### config.mk
export PLATFORM = sky130hd
export DESIGN_NAME = dtc_timer
export DESIGN_NICKNAME = d
export VERILOG_FILES = /design/src/dtc_pkg.sv /design/src/dtc_prescaler.sv /design/src/dtc_timer.sv
export VERILOG_INCLUDE_DIRS = /design/src /design/src/src
export SDC_FILE = /design/constraint.sdc
export NUM_CORES = 1
export LEC_CHECK = 0
export BUFFER_PORTS_ARGS = -buffer_cell sky130_fd_sc_hd__buf_2
export CAP_MARGIN = 20
export CORE_MARGIN = 2
export CORE_UTILIZATION = 55
export DETAILED_ROUTE_END_ITERATION = 16
export PLACE_DENSITY_LB_ADDON = 0.1
export SYNTH_ARGS = -nofsm -noshare
export SYNTH_HDL_FRONTEND = slang
export SYNTH_HIERARCHICAL = 1
export SYNTH_SLANG_ARGS = --single-unit
### constraint.sdc
create_clock -name i_clk_sys -period 3.55 [get_ports i_clk_sys]
set_clock_uncertainty 0.2 [all_clocks]
set_input_delay 0.71 -clock i_clk_sys [delete_from_list [all_inputs] [get_ports i_clk_sys]]
set_output_delay 0.71 -clock i_clk_sys [all_outputs]
set_load 0.03 [all_outputs]
### src/dtc_map.svh
// Purpose: register map, field positions, codes and reset values of the dual timer
// Assumes: 32-bit classic Wishbone, byte address = 4 x register index
// Notes:   8-bit registers sit in the low byte, upper bits read as zero
//
// How it works
// carrier or pwm mode: counter_b clears on reset, stop, either match, overflow
// run_a 0 clears and halts counter_a; run_a 1 starts it; bit 7
// clksel_a picks main_clk/64, main_clk/256, timer b match, or carrier clock
// mode bits 000 discrete, 101 cascade, 011 carrier, 010 pwm; rest prohibited
// cascade mode ignores run_a; run_b alone starts and stops both counters
// cascade mode forces timer a clock to timer b output, ignoring clksel_a
// software programs the mode across both control registers together
// software writes zero to reserved bits of both mode control registers
// run_b 0 clears and halts counter_b, also counter_a in cascade; 1 starts
// clksel_b picks main_clk, /4, /2, /4, /8, /16; other codes prohibited
// out_enable_b 0 leaves pin in port mode; 1 drives timer b output
// software writes carrier_out_ctrl with whole-byte accesses only
// nrz_now 1: carrier on pin if remote_level_sel 0, steady high if 1
// each timer a match copies nrz_next into nrz_now
// nrz_now 0 stops the carrier and drives the output low
// nrz_now writable only while out_enable_b is 0
// restarting the carrier generator loses nrz_next; software reloads it
// software loads compares and nrz bits before enabling carrier mode
// software keeps bits 3 to 7 of carrier_out_ctrl at zero
// carrier/pwm: compare_b_low sets low width, compare_b_high high width and irq
// cascade: match_irq_b only on simultaneous double match; match_irq_a never
// timer output starts low when out_enable_b is set
// carrier toggles on each compare match; pin is carrier gated by nrz bits
// reserved bits read zero and writes to them have no effect
`ifndef DTC_MAP_SVH
`define DTC_MAP_SVH

// ****************************************
// register indices
// ****************************************
`define DTC_IDX_W          16
`define DTC_IDX_MODE_A     16'hFF65
`define DTC_IDX_MODE_B     16'hFF69
`define DTC_IDX_CARRIER    16'hFF6A
`define DTC_IDX_CMP_A      16'hFF70
`define DTC_IDX_CMP_B_LO   16'hFF71
`define DTC_IDX_CMP_B_HI   16'hFF72
`define DTC_IDX_CNT_A      16'hFF73
`define DTC_IDX_CNT_B      16'hFF74

// ****************************************
// fields, masks, reset values
// ****************************************
`define DTC_BIT_RUN        7
`define DTC_BIT_CLKA_HI    4
`define DTC_BIT_CLKA_LO    3
`define DTC_BIT_MODE_A     1
`define DTC_CLKB_MSB       5
`define DTC_CLKB_LSB       3
`define DTC_MODEB_MSB      2
`define DTC_MODEB_LSB      1
`define DTC_BIT_OE         0
`define DTC_BIT_RMC        2
`define DTC_BIT_NRZ_NEXT   1
`define DTC_BIT_NRZ_NOW    0
`define DTC_MASK_MODE_A    8'h9A
`define DTC_MASK_MODE_B    8'hBF
`define DTC_MASK_CARRIER   8'h07
`define DTC_RST_REG        8'h00
`define DTC_CNT_MAX        8'hFF

// ****************************************
// mode and clock codes
// ****************************************
`define DTC_MODE_DISC      3'h0
`define DTC_MODE_CASC      3'h5
`define DTC_MODE_CARR      3'h3
`define DTC_MODE_PWM       3'h2
`define DTC_CLKA_DIV64     2'h0
`define DTC_CLKA_DIV256    2'h1
`define DTC_CLKA_MATCH     2'h2
`define DTC_CLKA_CARR      2'h3
`define DTC_EXP_A64        6
`define DTC_EXP_A256       8
`define DTC_CLKB_DIV1      3'h0
`define DTC_CLKB_DIV4      3'h1
`define DTC_CLKB_DIV2      3'h2
`define DTC_CLKB_DIV4B     3'h3
`define DTC_CLKB_DIV8      3'h4
`define DTC_CLKB_DIV16     3'h5
`define DTC_PRE_W          8

`endif

### src/dtc_pkg.sv
// Purpose: shared types of the dual timer
// Assumes: dtc_map.svh holds every number
// Notes:   mode decode is a function so every user sees the same table
`include "dtc_map.svh"
package dtc_pkg;

  typedef enum logic [4:0] {
    DTC_DISC = 5'b00001,
    DTC_CASC = 5'b00010,
    DTC_CARR = 5'b00100,
    DTC_PWM  = 5'b01000,
    DTC_BAD  = 5'b10000
  } dtc_mode_t;

  // prohibited combinations land in DTC_BAD and halt both counters
  function automatic dtc_mode_t dtc_mode_dec(input logic [2:0] code);
    case (code)
      `DTC_MODE_DISC: dtc_mode_dec = DTC_DISC;
      `DTC_MODE_CASC: dtc_mode_dec = DTC_CASC;
      `DTC_MODE_CARR: dtc_mode_dec = DTC_CARR;
      `DTC_MODE_PWM:  dtc_mode_dec = DTC_PWM;
      default:        dtc_mode_dec = DTC_BAD;
    endcase
  endfunction

endpackage

### src/dtc_prescaler.sv
// Purpose: free-running divider of main_clk giving one-cycle ticks at 2^k
// Assumes: runs on every rising edge of the system clock
// Notes:   o_tick[0] is always high, o_tick[k] pulses once per 2^k cycles
module dtc_prescaler #(
  parameter int W = 8
) (
  // clock and reset
  input  wire logic         i_clk_sys,
  input  wire logic         i_reset_n,
  // ticks
  output logic [W:0]        o_tick
);

  logic [W-1:0] div_reg;

  initial begin
    if (W < 1) begin
      $error("dtc_prescaler: W must be at least 1");
    end
  end

  always_ff @(posedge i_clk_sys or negedge i_reset_n) begin
    if (!i_reset_n) begin
      div_reg <= '0;
    end else begin
      div_reg <= div_reg + {{(W-1){1'b0}}, 1'b1};
    end
  end

  assign o_tick[0] = 1'b1;

  genvar k;
  generate
    for (k = 1; k <= W; k++) begin : g_tick
      assign o_tick[k] = &div_reg[k-1:0];
    end
  endgenerate

endmodule

### src/dtc_timer.sv
// Purpose: two 8-bit timers with cascade, carrier generator and pwm modes
// Assumes: classic Wishbone slave, one clock, registers in the low byte
// Notes:   counts advance on prescaler ticks of the system clock
//
// Added by the designer: the Wishbone interface to the registers.
`include "dtc_map.svh"
module dtc_timer
  import dtc_pkg::*;
#(
  parameter int ADR_W = 18
) (
  // clock and reset
  input  wire logic              i_clk_sys,
  input  wire logic              i_reset_n,
  // wishbone slave
  input  wire logic              i_wb_cyc,
  input  wire logic              i_wb_stb,
  input  wire logic              i_wb_we,
  input  wire logic [ADR_W-1:0]  i_wb_adr,
  input  wire logic [3:0]        i_wb_sel,
  input  wire logic [31:0]       i_wb_dat,
  output logic [31:0]            o_wb_dat,
  output logic                   o_wb_ack,
  // timer output pin
  output logic                   o_timer_out,
  output logic                   o_timer_out_oe,
  // match events
  output logic                   o_match_irq_a,
  output logic                   o_match_irq_b
);
  import dtc_pkg::*;

  initial begin
    if (ADR_W < `DTC_IDX_W + 2) begin
      $error("dtc_timer: ADR_W too small for the register indices");
    end
  end

  // ****************************************
  // declarations
  // ****************************************
  logic [7:0]           mode_a_reg;
  logic [7:0]           mode_b_reg;
  logic                 rmc_reg;
  logic                 nrz_next_reg;
  logic                 nrz_now_reg;
  logic [7:0]           cmp_a_reg;
  logic [7:0]           cmp_b_lo_reg;
  logic [7:0]           cmp_b_hi_reg;
  logic [7:0]           cnt_a_reg;
  logic [7:0]           cnt_b_reg;
  logic                 lvl_reg;
  logic                 ack_reg;
  logic [31:0]          dat_reg;
  logic                 pin_reg;
  logic                 oe_reg;
  logic                 irq_a_reg;
  logic                 irq_b_reg;
  logic [`DTC_PRE_W:0]  tick;
  logic                 wb_hit;
  logic                 wr;
  logic [`DTC_IDX_W-1:0] idx;
  logic [7:0]           wdat;
  logic                 wr_mode_a;
  logic                 wr_mode_b;
  logic                 wr_carr;
  dtc_mode_t            mode;
  logic                 casc;
  logic                 shaped;
  logic                 run_a_eff;
  logic                 run_b_eff;
  logic                 tick_b;
  logic [7:0]           lim_b;
  logic                 hit_b;
  logic                 carry_b;
  logic                 both_match;
  logic                 carr_rise;
  logic                 tick_a;
  logic                 match_a;
  logic                 irq_b_evt;
  logic                 oe_rise;
  logic                 pin_next;
  logic [7:0]           rd_byte;

  // ****************************************
  // clock dividers
  // ****************************************
  dtc_prescaler #(
    .W (`DTC_PRE_W)
  ) u_pre (
    .i_clk_sys (i_clk_sys),
    .i_reset_n (i_reset_n),
    .o_tick    (tick)
  );

  // timer b count clock; prohibited codes give no tick
  function automatic logic clkb_tick(input logic [2:0] sel,
                                     input logic [`DTC_PRE_W:0] t);
    case (sel)
      `DTC_CLKB_DIV1:  clkb_tick = t[0];
      `DTC_CLKB_DIV4:  clkb_tick = t[2];
      `DTC_CLKB_DIV2:  clkb_tick = t[1];
      `DTC_CLKB_DIV4B: clkb_tick = t[2];
      `DTC_CLKB_DIV8:  clkb_tick = t[3];
      `DTC_CLKB_DIV16: clkb_tick = t[4];
      default:         clkb_tick = 1'b0;
    endcase
  endfunction

  // ****************************************
  // bus decode
  // ****************************************
  // a request is taken once; ack drops in the following cycle
  assign wb_hit    = i_wb_cyc & i_wb_stb & ~ack_reg;
  assign wr        = wb_hit & i_wb_we & i_wb_sel[0];
  assign idx       = i_wb_adr[`DTC_IDX_W+1:2];
  assign wdat      = i_wb_dat[7:0];
  assign wr_mode_a = wr & (idx == `DTC_IDX_MODE_A);
  assign wr_mode_b = wr & (idx == `DTC_IDX_MODE_B);
  assign wr_carr   = wr & (idx == `DTC_IDX_CARRIER);

  // ****************************************
  // mode and run decode
  // ****************************************
  assign mode   = dtc_mode_dec({mode_a_reg[`DTC_BIT_MODE_A],
                                mode_b_reg[`DTC_MODEB_MSB:`DTC_MODEB_LSB]});
  assign casc   = (mode == DTC_CASC);
  assign shaped = (mode == DTC_CARR) | (mode == DTC_PWM);

  assign run_b_eff = mode_b_reg[`DTC_BIT_RUN] & (mode != DTC_BAD);
  // cascade hands both counters to run_b
  assign run_a_eff = (casc ? mode_b_reg[`DTC_BIT_RUN]
                           : mode_a_reg[`DTC_BIT_RUN]) & (mode != DTC_BAD);

  // ****************************************
  // timer b compare
  // ****************************************
  assign tick_b = run_b_eff &
                  clkb_tick(mode_b_reg[`DTC_CLKB_MSB:`DTC_CLKB_LSB], tick);
  // in carrier and pwm the high phase compares against compare_b_high; otherwise compare_b_low
  assign lim_b      = (shaped & lvl_reg) ? cmp_b_hi_reg : cmp_b_lo_reg;
  assign hit_b      = tick_b & ~casc & (cnt_b_reg == lim_b);
  assign carry_b    = tick_b & casc & (cnt_b_reg == `DTC_CNT_MAX);
  assign both_match = tick_b & casc & (cnt_b_reg == cmp_b_lo_reg)
                      & (cnt_a_reg == cmp_a_reg);
  assign carr_rise  = hit_b & shaped & ~lvl_reg;

  // ****************************************
  // timer a clock and compare
  // ****************************************
  always_comb begin
    tick_a = 1'b0;
    if (casc) begin
      tick_a = carry_b & ~both_match;
    end else begin
      case ({mode_a_reg[`DTC_BIT_CLKA_HI], mode_a_reg[`DTC_BIT_CLKA_LO]})
        `DTC_CLKA_DIV64:  tick_a = tick[`DTC_EXP_A64];
        `DTC_CLKA_DIV256: tick_a = tick[`DTC_EXP_A256];
        `DTC_CLKA_MATCH:  tick_a = hit_b;
        `DTC_CLKA_CARR:   tick_a = carr_rise;
        default:          tick_a = 1'b0;
      endcase
    end
    tick_a = tick_a & run_a_eff;
  end

  assign match_a = tick_a & ~casc & (cnt_a_reg == cmp_a_reg);

  // only the high phase match interrupts in carrier and pwm modes
  assign irq_b_evt = casc ? both_match : (hit_b & (~shaped | lvl_reg));

  // ****************************************
  // control registers
  // ****************************************
  always_ff @(posedge i_clk_sys or negedge i_reset_n) begin
    if (!i_reset_n) begin
      mode_a_reg <= `DTC_RST_REG;
    end else if (wr_mode_a) begin
      mode_a_reg <= wdat & `DTC_MASK_MODE_A;
    end
  end

  always_ff @(posedge i_clk_sys or negedge i_reset_n) begin
    if (!i_reset_n) begin
      mode_b_reg <= `DTC_RST_REG;
    end else if (wr_mode_b) begin
      mode_b_reg <= wdat & `DTC_MASK_MODE_B;
    end
  end

  always_ff @(posedge i_clk_sys or negedge i_reset_n) begin
    if (!i_reset_n) begin
      cmp_a_reg    <= `DTC_RST_REG;
      cmp_b_lo_reg <= `DTC_RST_REG;
      cmp_b_hi_reg <= `DTC_RST_REG;
    end else begin
      if (wr & (idx == `DTC_IDX_CMP_A)) begin
        cmp_a_reg <= wdat;
      end
      if (wr & (idx == `DTC_IDX_CMP_B_LO)) begin
        cmp_b_lo_reg <= wdat;
      end
      if (wr & (idx == `DTC_IDX_CMP_B_HI)) begin
        cmp_b_hi_reg <= wdat;
      end
    end
  end

  always_ff @(posedge i_clk_sys or negedge i_reset_n) begin
    if (!i_reset_n) begin
      rmc_reg <= 1'b0;
    end else if (wr_carr) begin
      rmc_reg <= wdat[`DTC_BIT_RMC];
    end
  end

  // a write of nrz_next wins over the loss on carrier stop
  always_ff @(posedge i_clk_sys or negedge i_reset_n) begin
    if (!i_reset_n) begin
      nrz_next_reg <= 1'b0;
    end else if (wr_carr) begin
      nrz_next_reg <= wdat[`DTC_BIT_NRZ_NEXT];
    end else if (wr_mode_b & ~wdat[`DTC_BIT_RUN] & (mode == DTC_CARR)) begin
      nrz_next_reg <= 1'b0;
    end
  end

  // the hardware transfer wins over a software write in the same cycle
  always_ff @(posedge i_clk_sys or negedge i_reset_n) begin
    if (!i_reset_n) begin
      nrz_now_reg <= 1'b0;
    end else if (match_a & (mode == DTC_CARR)) begin
      nrz_now_reg <= nrz_next_reg;
    end else if (wr_carr & ~mode_b_reg[`DTC_BIT_OE]) begin
      nrz_now_reg <= wdat[`DTC_BIT_NRZ_NOW];
    end
  end

  // ****************************************
  // counters
  // ****************************************
  always_ff @(posedge i_clk_sys or negedge i_reset_n) begin
    if (!i_reset_n) begin
      cnt_b_reg <= `DTC_RST_REG;
    end else if (!run_b_eff) begin
      cnt_b_reg <= `DTC_RST_REG;
    end else if (both_match | hit_b) begin
      cnt_b_reg <= `DTC_RST_REG;
    end else if (tick_b) begin
      cnt_b_reg <= cnt_b_reg + 8'h01; // overflow wraps to zero
    end
  end

  always_ff @(posedge i_clk_sys or negedge i_reset_n) begin
    if (!i_reset_n) begin
      cnt_a_reg <= `DTC_RST_REG;
    end else if (!run_a_eff) begin
      cnt_a_reg <= `DTC_RST_REG;
    end else if (both_match | match_a) begin
      cnt_a_reg <= `DTC_RST_REG;
    end else if (tick_a) begin
      cnt_a_reg <= cnt_a_reg + 8'h01;
    end
  end

  // ****************************************
  // output shaping
  // ****************************************
  assign oe_rise = wr_mode_b & wdat[`DTC_BIT_OE] & ~mode_b_reg[`DTC_BIT_OE];

  // square wave in discrete and cascade, carrier phase in carrier and pwm
  always_ff @(posedge i_clk_sys or negedge i_reset_n) begin
    if (!i_reset_n) begin
      lvl_reg <= 1'b0;
    end else if (oe_rise | ~run_b_eff) begin
      lvl_reg <= 1'b0;
    end else if (hit_b | both_match) begin
      lvl_reg <= ~lvl_reg;
    end
  end

  always_comb begin
    pin_next = lvl_reg;
    if (mode == DTC_CARR) begin
      if (!nrz_now_reg) begin
        pin_next = 1'b0;
      end else begin
        pin_next = rmc_reg | lvl_reg;
      end
    end
    // low until the registered enable has caught up, so the pin starts low
    if (~oe_reg | ~mode_b_reg[`DTC_BIT_OE]) begin
      pin_next = 1'b0;
    end
  end

  always_ff @(posedge i_clk_sys or negedge i_reset_n) begin
    if (!i_reset_n) begin
      pin_reg <= 1'b0;
      oe_reg  <= 1'b0;
    end else begin
      pin_reg <= pin_next;
      oe_reg  <= mode_b_reg[`DTC_BIT_OE];
    end
  end

  // ****************************************
  // match events
  // ****************************************
  always_ff @(posedge i_clk_sys or negedge i_reset_n) begin
    if (!i_reset_n) begin
      irq_a_reg <= 1'b0;
      irq_b_reg <= 1'b0;
    end else begin
      irq_a_reg <= match_a;
      irq_b_reg <= irq_b_evt;
    end
  end

  // ****************************************
  // read back
  // ****************************************
  always_comb begin
    case (idx)
      `DTC_IDX_MODE_A:   rd_byte = mode_a_reg;
      `DTC_IDX_MODE_B:   rd_byte = mode_b_reg;
      `DTC_IDX_CARRIER:  rd_byte = {5'h00, rmc_reg, nrz_next_reg, nrz_now_reg};
      `DTC_IDX_CMP_A:    rd_byte = cmp_a_reg;
      `DTC_IDX_CMP_B_LO: rd_byte = cmp_b_lo_reg;
      `DTC_IDX_CMP_B_HI: rd_byte = cmp_b_hi_reg;
      `DTC_IDX_CNT_A:    rd_byte = cnt_a_reg;
      `DTC_IDX_CNT_B:    rd_byte = cnt_b_reg;
      default:           rd_byte = 8'h00;
    endcase
  end

  always_ff @(posedge i_clk_sys or negedge i_reset_n) begin
    if (!i_reset_n) begin
      ack_reg <= 1'b0;
      dat_reg <= 32'h0000_0000;
    end else begin
      ack_reg <= wb_hit;
      if (wb_hit) begin
        dat_reg <= {24'h00_0000, rd_byte};
      end
    end
  end

  // ****************************************
  // outputs
  // ****************************************
  assign o_wb_ack       = ack_reg;
  assign o_wb_dat       = dat_reg;
  assign o_timer_out    = pin_reg;
  assign o_timer_out_oe = oe_reg;
  assign o_match_irq_a  = irq_a_reg;
  assign o_match_irq_b  = irq_b_reg;

endmodule
# ---- Word level (Yosys, flattened, before mapping)
# Index checks and enable logic that the tools add are counted.
dict set report op_classes {
  add_sub_neg 3
  n_eq_ne 29
  n_mux 23
  bitwise 49
  reduce_logical 12
}
# operator count
set op_table {}
lappend op_table {{$eq 16x16->1 const B} 8}
lappend op_table {{$pmux 8 s8} 1}
lappend op_table {{$mux 8} 7}
lappend op_table {{$and 1x1->1} 33}
lappend op_table {{$add 8x1->8 const B} 3}
lappend op_table {{$eq 8x8->1} 3}
lappend op_table {{$pmux 5 s4} 1}
lappend op_table {{$eq 3x2->1 const B} 4}
lappend op_table {{$mux 1} 12}
lappend op_table {{$eq 3x3->1 const B} 3}
lappend op_table {{$not 1->1} 9}
lappend op_table {{$eq 8x8->1 const B} 1}
lappend op_table {{$reduce_and 8->1} 1}
lappend op_table {{$or 1x1->1} 7}
lappend op_table {{$logic_not 3->1} 2}
lappend op_table {{$ne 3x1->1 const B} 2}
lappend op_table {{$reduce_and 6->1} 1}
lappend op_table {{$reduce_bool 2->1} 3}
lappend op_table {{$eq 5x2->1 const B} 1}
lappend op_table {{$eq 5x3->1 const B} 1}
lappend op_table {{$eq 5x4->1 const B} 1}
lappend op_table {{$ne 5x5->1 const B} 1}
lappend op_table {{$pmux 1 s5} 1}
lappend op_table {{$eq 2x2->1 const B} 2}
lappend op_table {{other kinds (8)} 8}
dict set report word_totals {
  regBits 76
  in_bits 59
  out_inout_bits 37
  word_cells 134
}

# ---- Logic depth before layout (Yosys ltp)
dict set report logic_depth {
  word_depth 18
  mapped_depth 10
  ltp_nobuf 9
}

# ---- Cells and area by module
# Netlist, hierarchy kept.
# module instances cells_each area_each_um2 seq_area_each_um2
set modules_own_cells {}
lappend modules_own_cells {dtc_timer 1 394 4100.2 1701.6}
lappend modules_own_cells {dtc_prescaler 1 27 356.6 200.2}

# ---- Least setup slack after synthesis
# OpenSTA, ideal clock, no wires.
dict set report synth_path {
  kind {input to register}
  startpoint {input i_wb_adr[9]}
  endpoint {register cmp_b_lo_reg[0]}
  setup_ns 0.125
  arrival_time_ns 2.507
  t_required_ns 3.225
  path_slack_ns 0.718
  path_stages 5
  path_cell_list {nand3b_1 > or3b_1 > or4_4 > nor3b_4 > mux2_2}
}
dict set report synth_via {
  elab_chain_len 2
}
# element line
set synth_rtl {}
lappend synth_rtl {{start, declared} dtc_timer.sv:19} ;# input wire logic [ADR_W-1:0] i_wb_adr,
lappend synth_rtl {{$eq 16x16->1} --}
lappend synth_rtl {{$and 1x1->1} dtc_timer.sv:200} ;# if (wr & (idx == `DTC_IDX_CMP_B_LO)) begin
lappend synth_rtl {{end signal, assigned} dtc_timer.sv:194} ;# cmp_b_lo_reg <= `DTC_RST_REG;
lappend synth_rtl {{end signal, assigned} dtc_timer.sv:201} ;# cmp_b_lo_reg <= wdat;
lappend synth_rtl {{end, declared} dtc_timer.sv:48} ;# logic [7:0] cmp_b_lo_reg;
# No other way between the ends.
# A chain may end at the register's enable or synchronous reset.

# ---- Final worst setup path
dict set report layout_path {
  startpoint {register cnt_b_reg[4]}
  endpoint {register cnt_a_reg[7]}
}
dict set report layout_via {
  elab_chain_len 12
}
# element line
set layout_rtl {}
lappend layout_rtl {{start, declared} dtc_timer.sv:51} ;# logic [7:0] cnt_b_reg;
lappend layout_rtl {{start signal, assigned} dtc_timer.sv:244} ;# cnt_b_reg <= `DTC_RST_REG;
lappend layout_rtl {{start signal, assigned} dtc_timer.sv:246} ;# cnt_b_reg <= `DTC_RST_REG;
lappend layout_rtl {{start signal, assigned} dtc_timer.sv:248} ;# cnt_b_reg <= `DTC_RST_REG;
lappend layout_rtl {{$eq 8x8->1, on equally long branches} {dtc_timer.sv:142, dtc_timer.sv:144}}
lappend layout_rtl {{$and 1x1->1, on equally long branches} {dtc_timer.sv:142, dtc_timer.sv:144}}
lappend layout_rtl {{$and 1x1->1, on equally long branches} {dtc_timer.sv:146, dtc_timer.sv:145}}
lappend layout_rtl {{$and 1x1->1 / $not 1->1 (equally long branches)} {dtc_timer.sv:146, dtc_timer.sv:154}}
lappend layout_rtl {{$pmux 1 s4 / $and 1x1->1 (equally long branches)} {dtc_timer.sv:156, dtc_timer.sv:154}}
lappend layout_rtl {{$mux 1} dtc_timer.sv:153} ;# if (casc) begin
lappend layout_rtl {{$and 1x1->1} dtc_timer.sv:164} ;# tick_a = tick_a & run_a_eff;
lappend layout_rtl {{$and 1x1->1 (2 in series)} dtc_timer.sv:167} ;# assign match_a = tick_a & ~casc & (cnt_a_reg == cmp_a_reg);
lappend layout_rtl {{$or 1x1->1} dtc_timer.sv:259} ;# end else if (both_match | match_a) begin
lappend layout_rtl {{$mux 8} dtc_timer.sv:259}
lappend layout_rtl {{$mux 8} dtc_timer.sv:257} ;# end else if (!run_a_eff) begin
lappend layout_rtl {{end signal, assigned} dtc_timer.sv:256} ;# cnt_a_reg <= `DTC_RST_REG;
lappend layout_rtl {{end signal, assigned} dtc_timer.sv:258} ;# cnt_a_reg <= `DTC_RST_REG;
lappend layout_rtl {{end signal, assigned} dtc_timer.sv:260} ;# cnt_a_reg <= `DTC_RST_REG;
lappend layout_rtl {{end, declared} dtc_timer.sv:50} ;# logic [7:0] cnt_a_reg;
# Parallel ways exist; a longest one is shown, timed or not.

==> results.md <==
- Setup TNS: 0 ps
- Crit path time final: 2909 ps
- Die H: 93.94 µm
- Routed vias: 3276
- Total GRT Usage: 24.18%
- Post-route ant nets: 0
- Cell count after synthesis: 420
- DR DRC count: 0
- Cts repair resizes: 0
- Final period utilization: 81.95%
- Iter 0 DRT Violations: 202
- First-pass DRT Iterations: 4
- CP Capture Type: flip-flop
- Max Root-Sink Buffers: 2
- CP Data Arrival Time: 2940 ps
- Clk sink count: 76
- Hold EP: u_pre/div_reg[0]
- Multi-input gate area: 0.002303 mm²
- Initial Util: 57.28%
- Share of layout cells above drive strength 1: 25.85%
- Syn Std Cell Area: 0.004449 mm²
- TritonCTS clock tree: yes
- Max Slew Vio Count: 0
- Crit Path Category: flip-flop to flip-flop
- Unrepaired setup endpoints after global routing: no
- GPL Wtd Cong: 0.8789
- Register clock-pin slew on the reported worst setup and hold paths: 90 ps
- Startpoint Class: flip-flop
- Final setup viols: 0
- CTS HTree Levels: 3
- DR vias/cell: 5.747
- Hold crit path type: flip-flop to flip-flop
- Core box area: 0.007767 mm²
- Postcts setup bufs: 0
- Cell Pwr Density: 342.4 mW/mm²
- Drt total wl: 10.02 mm
- Final Hold Vio Count: 0
- GRT overflow: 0
- Peak supply drop: 214.4 µV
- Vias in the first global route: 3056
- Yosys warns: 6
- Leakage: 2.365 nW
- Die X: 93.94 µm
- Worst-Skew Late Latency: 360 ps
- Largest net degree at the start of global routing: 77
- IO Pins: 96
- Fmax: 0.3437 GHz
- Drt wl/cell: 17.58 µm
- Reg-to-Reg End: cnt_a_reg[7]
- Std-Cell Rows: 32
- Avg Inst Size Synth: 10.59 µm²
- Port bufs: 42
- Clock root buffer: clkbuf_8
- Worst setup slack after layout: 640.8 ps
- R2R Setup Slk: 640 ps
- Initial antenna violation count: 0
- Status: finished, final reports clean
- Reg2Reg Depth: 7
- Worst r2r src: cnt_b_reg[4]
- Worst-margin pin slew: 942.4 ps
- Area growth from synthesis to layout: 9.336%
- WP data required: 3580 ps
- Hold Slack: 289.7 ps
- Slew margin rel.: 37.17%
- WHS Path Cells: 1
- N_diodes: 0
- # hold bufs at CTS: 0
- Filler cells: 665
- NumNets Final: 527
- Sequential Area: 0.001902 mm²
- Dpl hpwl: 7.478 mm
- Hold Path Origin: u_pre/div_reg[0]
- Setup WS pre-CTS: 336.3 ps
- MaxCap Viol Count: 0
- CP Max Fanout: 11
- Num CTS Buffers: 9
- Die area: 0.008825 mm²
- First-pass GRT wire length: 16.30 mm
## critical path: stages, from the launching register on
cell and delay (ps):
dfrtp_1 490, xnor2_1 230, o2111ai_1 170, or4_4 580, o2111ai_1 210, o31a_2 350
a22o_1 420, o22ai_1 140
## metrics by stage
| step | total power [mW] | util (%) | instances | instance area (µm²) |
|---|---|---|---|---|
| 2_1_floorplan | 0.9623 | - | 443 | 4536 |
| 4_1_cts | 1.683 | 62.63 | 570 | 4865 |
| 6_report | 1.666 | 62.63 | 570 | 4865 |
| 3_5_place_dp | 0.9871 | 59.92 | 554 | 4654 |
| 5_1_grt | 1.725 | 62.63 | 570 | 4865 |
| 3_3_place_gp | 0.9864 | 59.92 | 554 | 4654 |
## routing by layer
metal | track usage (%) | vias up | wire length [µm]
met5 | 0 | - | 0
met4 | 7.850 | 0 | 107
met3 | 3.772 | 9 | 591
met2 | 38.87 | 107 | 4828
met1 | 33.76 | 1588 | 4490
li1 | - | 1572 | -
## report_power, final
part	internal [mW]	leakage [nW]	switching, mW
Sequential	0.865	1.04	0.000264
Clock	0.364	0.102	0.333
Combinational	0.0236	1.23	0.0794
Total	1.25	2.37	0.412
## layout by cell type (no fill, tap or decap), drive strengths merged, types with 4 or more instances in the layout
master	n
nand2b	6
mux4	8
a21oi	12
and3	15
xor2	15
nand2	41
buf	49
a221oi	5
o22ai	6
mux2	35
nor2b	4
inv	16
nor3	7
mux2i	4
clkbuf	11
nand3	10
nor2	21
nand4	8
conb	25
o21ai	10
a22o	10
xnor2	14
ha	5
dfrtp	76
## layout make-up
type	count	share of cell area, %
Timing Repair Buffer	49	5.453
Sequential cell	76	39.09
Tap cell	102	2.623
Clock buffer	11	3.112
Inverter	15	1.157
Multi-Input combinational cell	312	47.35
Clock inverter	5	1.209
## worst max path at each step
stage,to,slack (ps),from,cells after the start
floorplan,cmp_b_lo_reg[0],720,i_wb_adr[9],5
global placement,cmp_b_lo_reg[6],340,i_wb_cyc,8
detailed placement,cmp_b_lo_reg[4],340,i_wb_cyc,8
CTS,cnt_a_reg[7],670,cnt_b_reg[0],7
global route,cnt_a_reg[7],460,cnt_b_reg[4],7
finish,cnt_a_reg[7],640,cnt_b_reg[4],7
No activity file was read; power rests on OpenSTA's default activity.
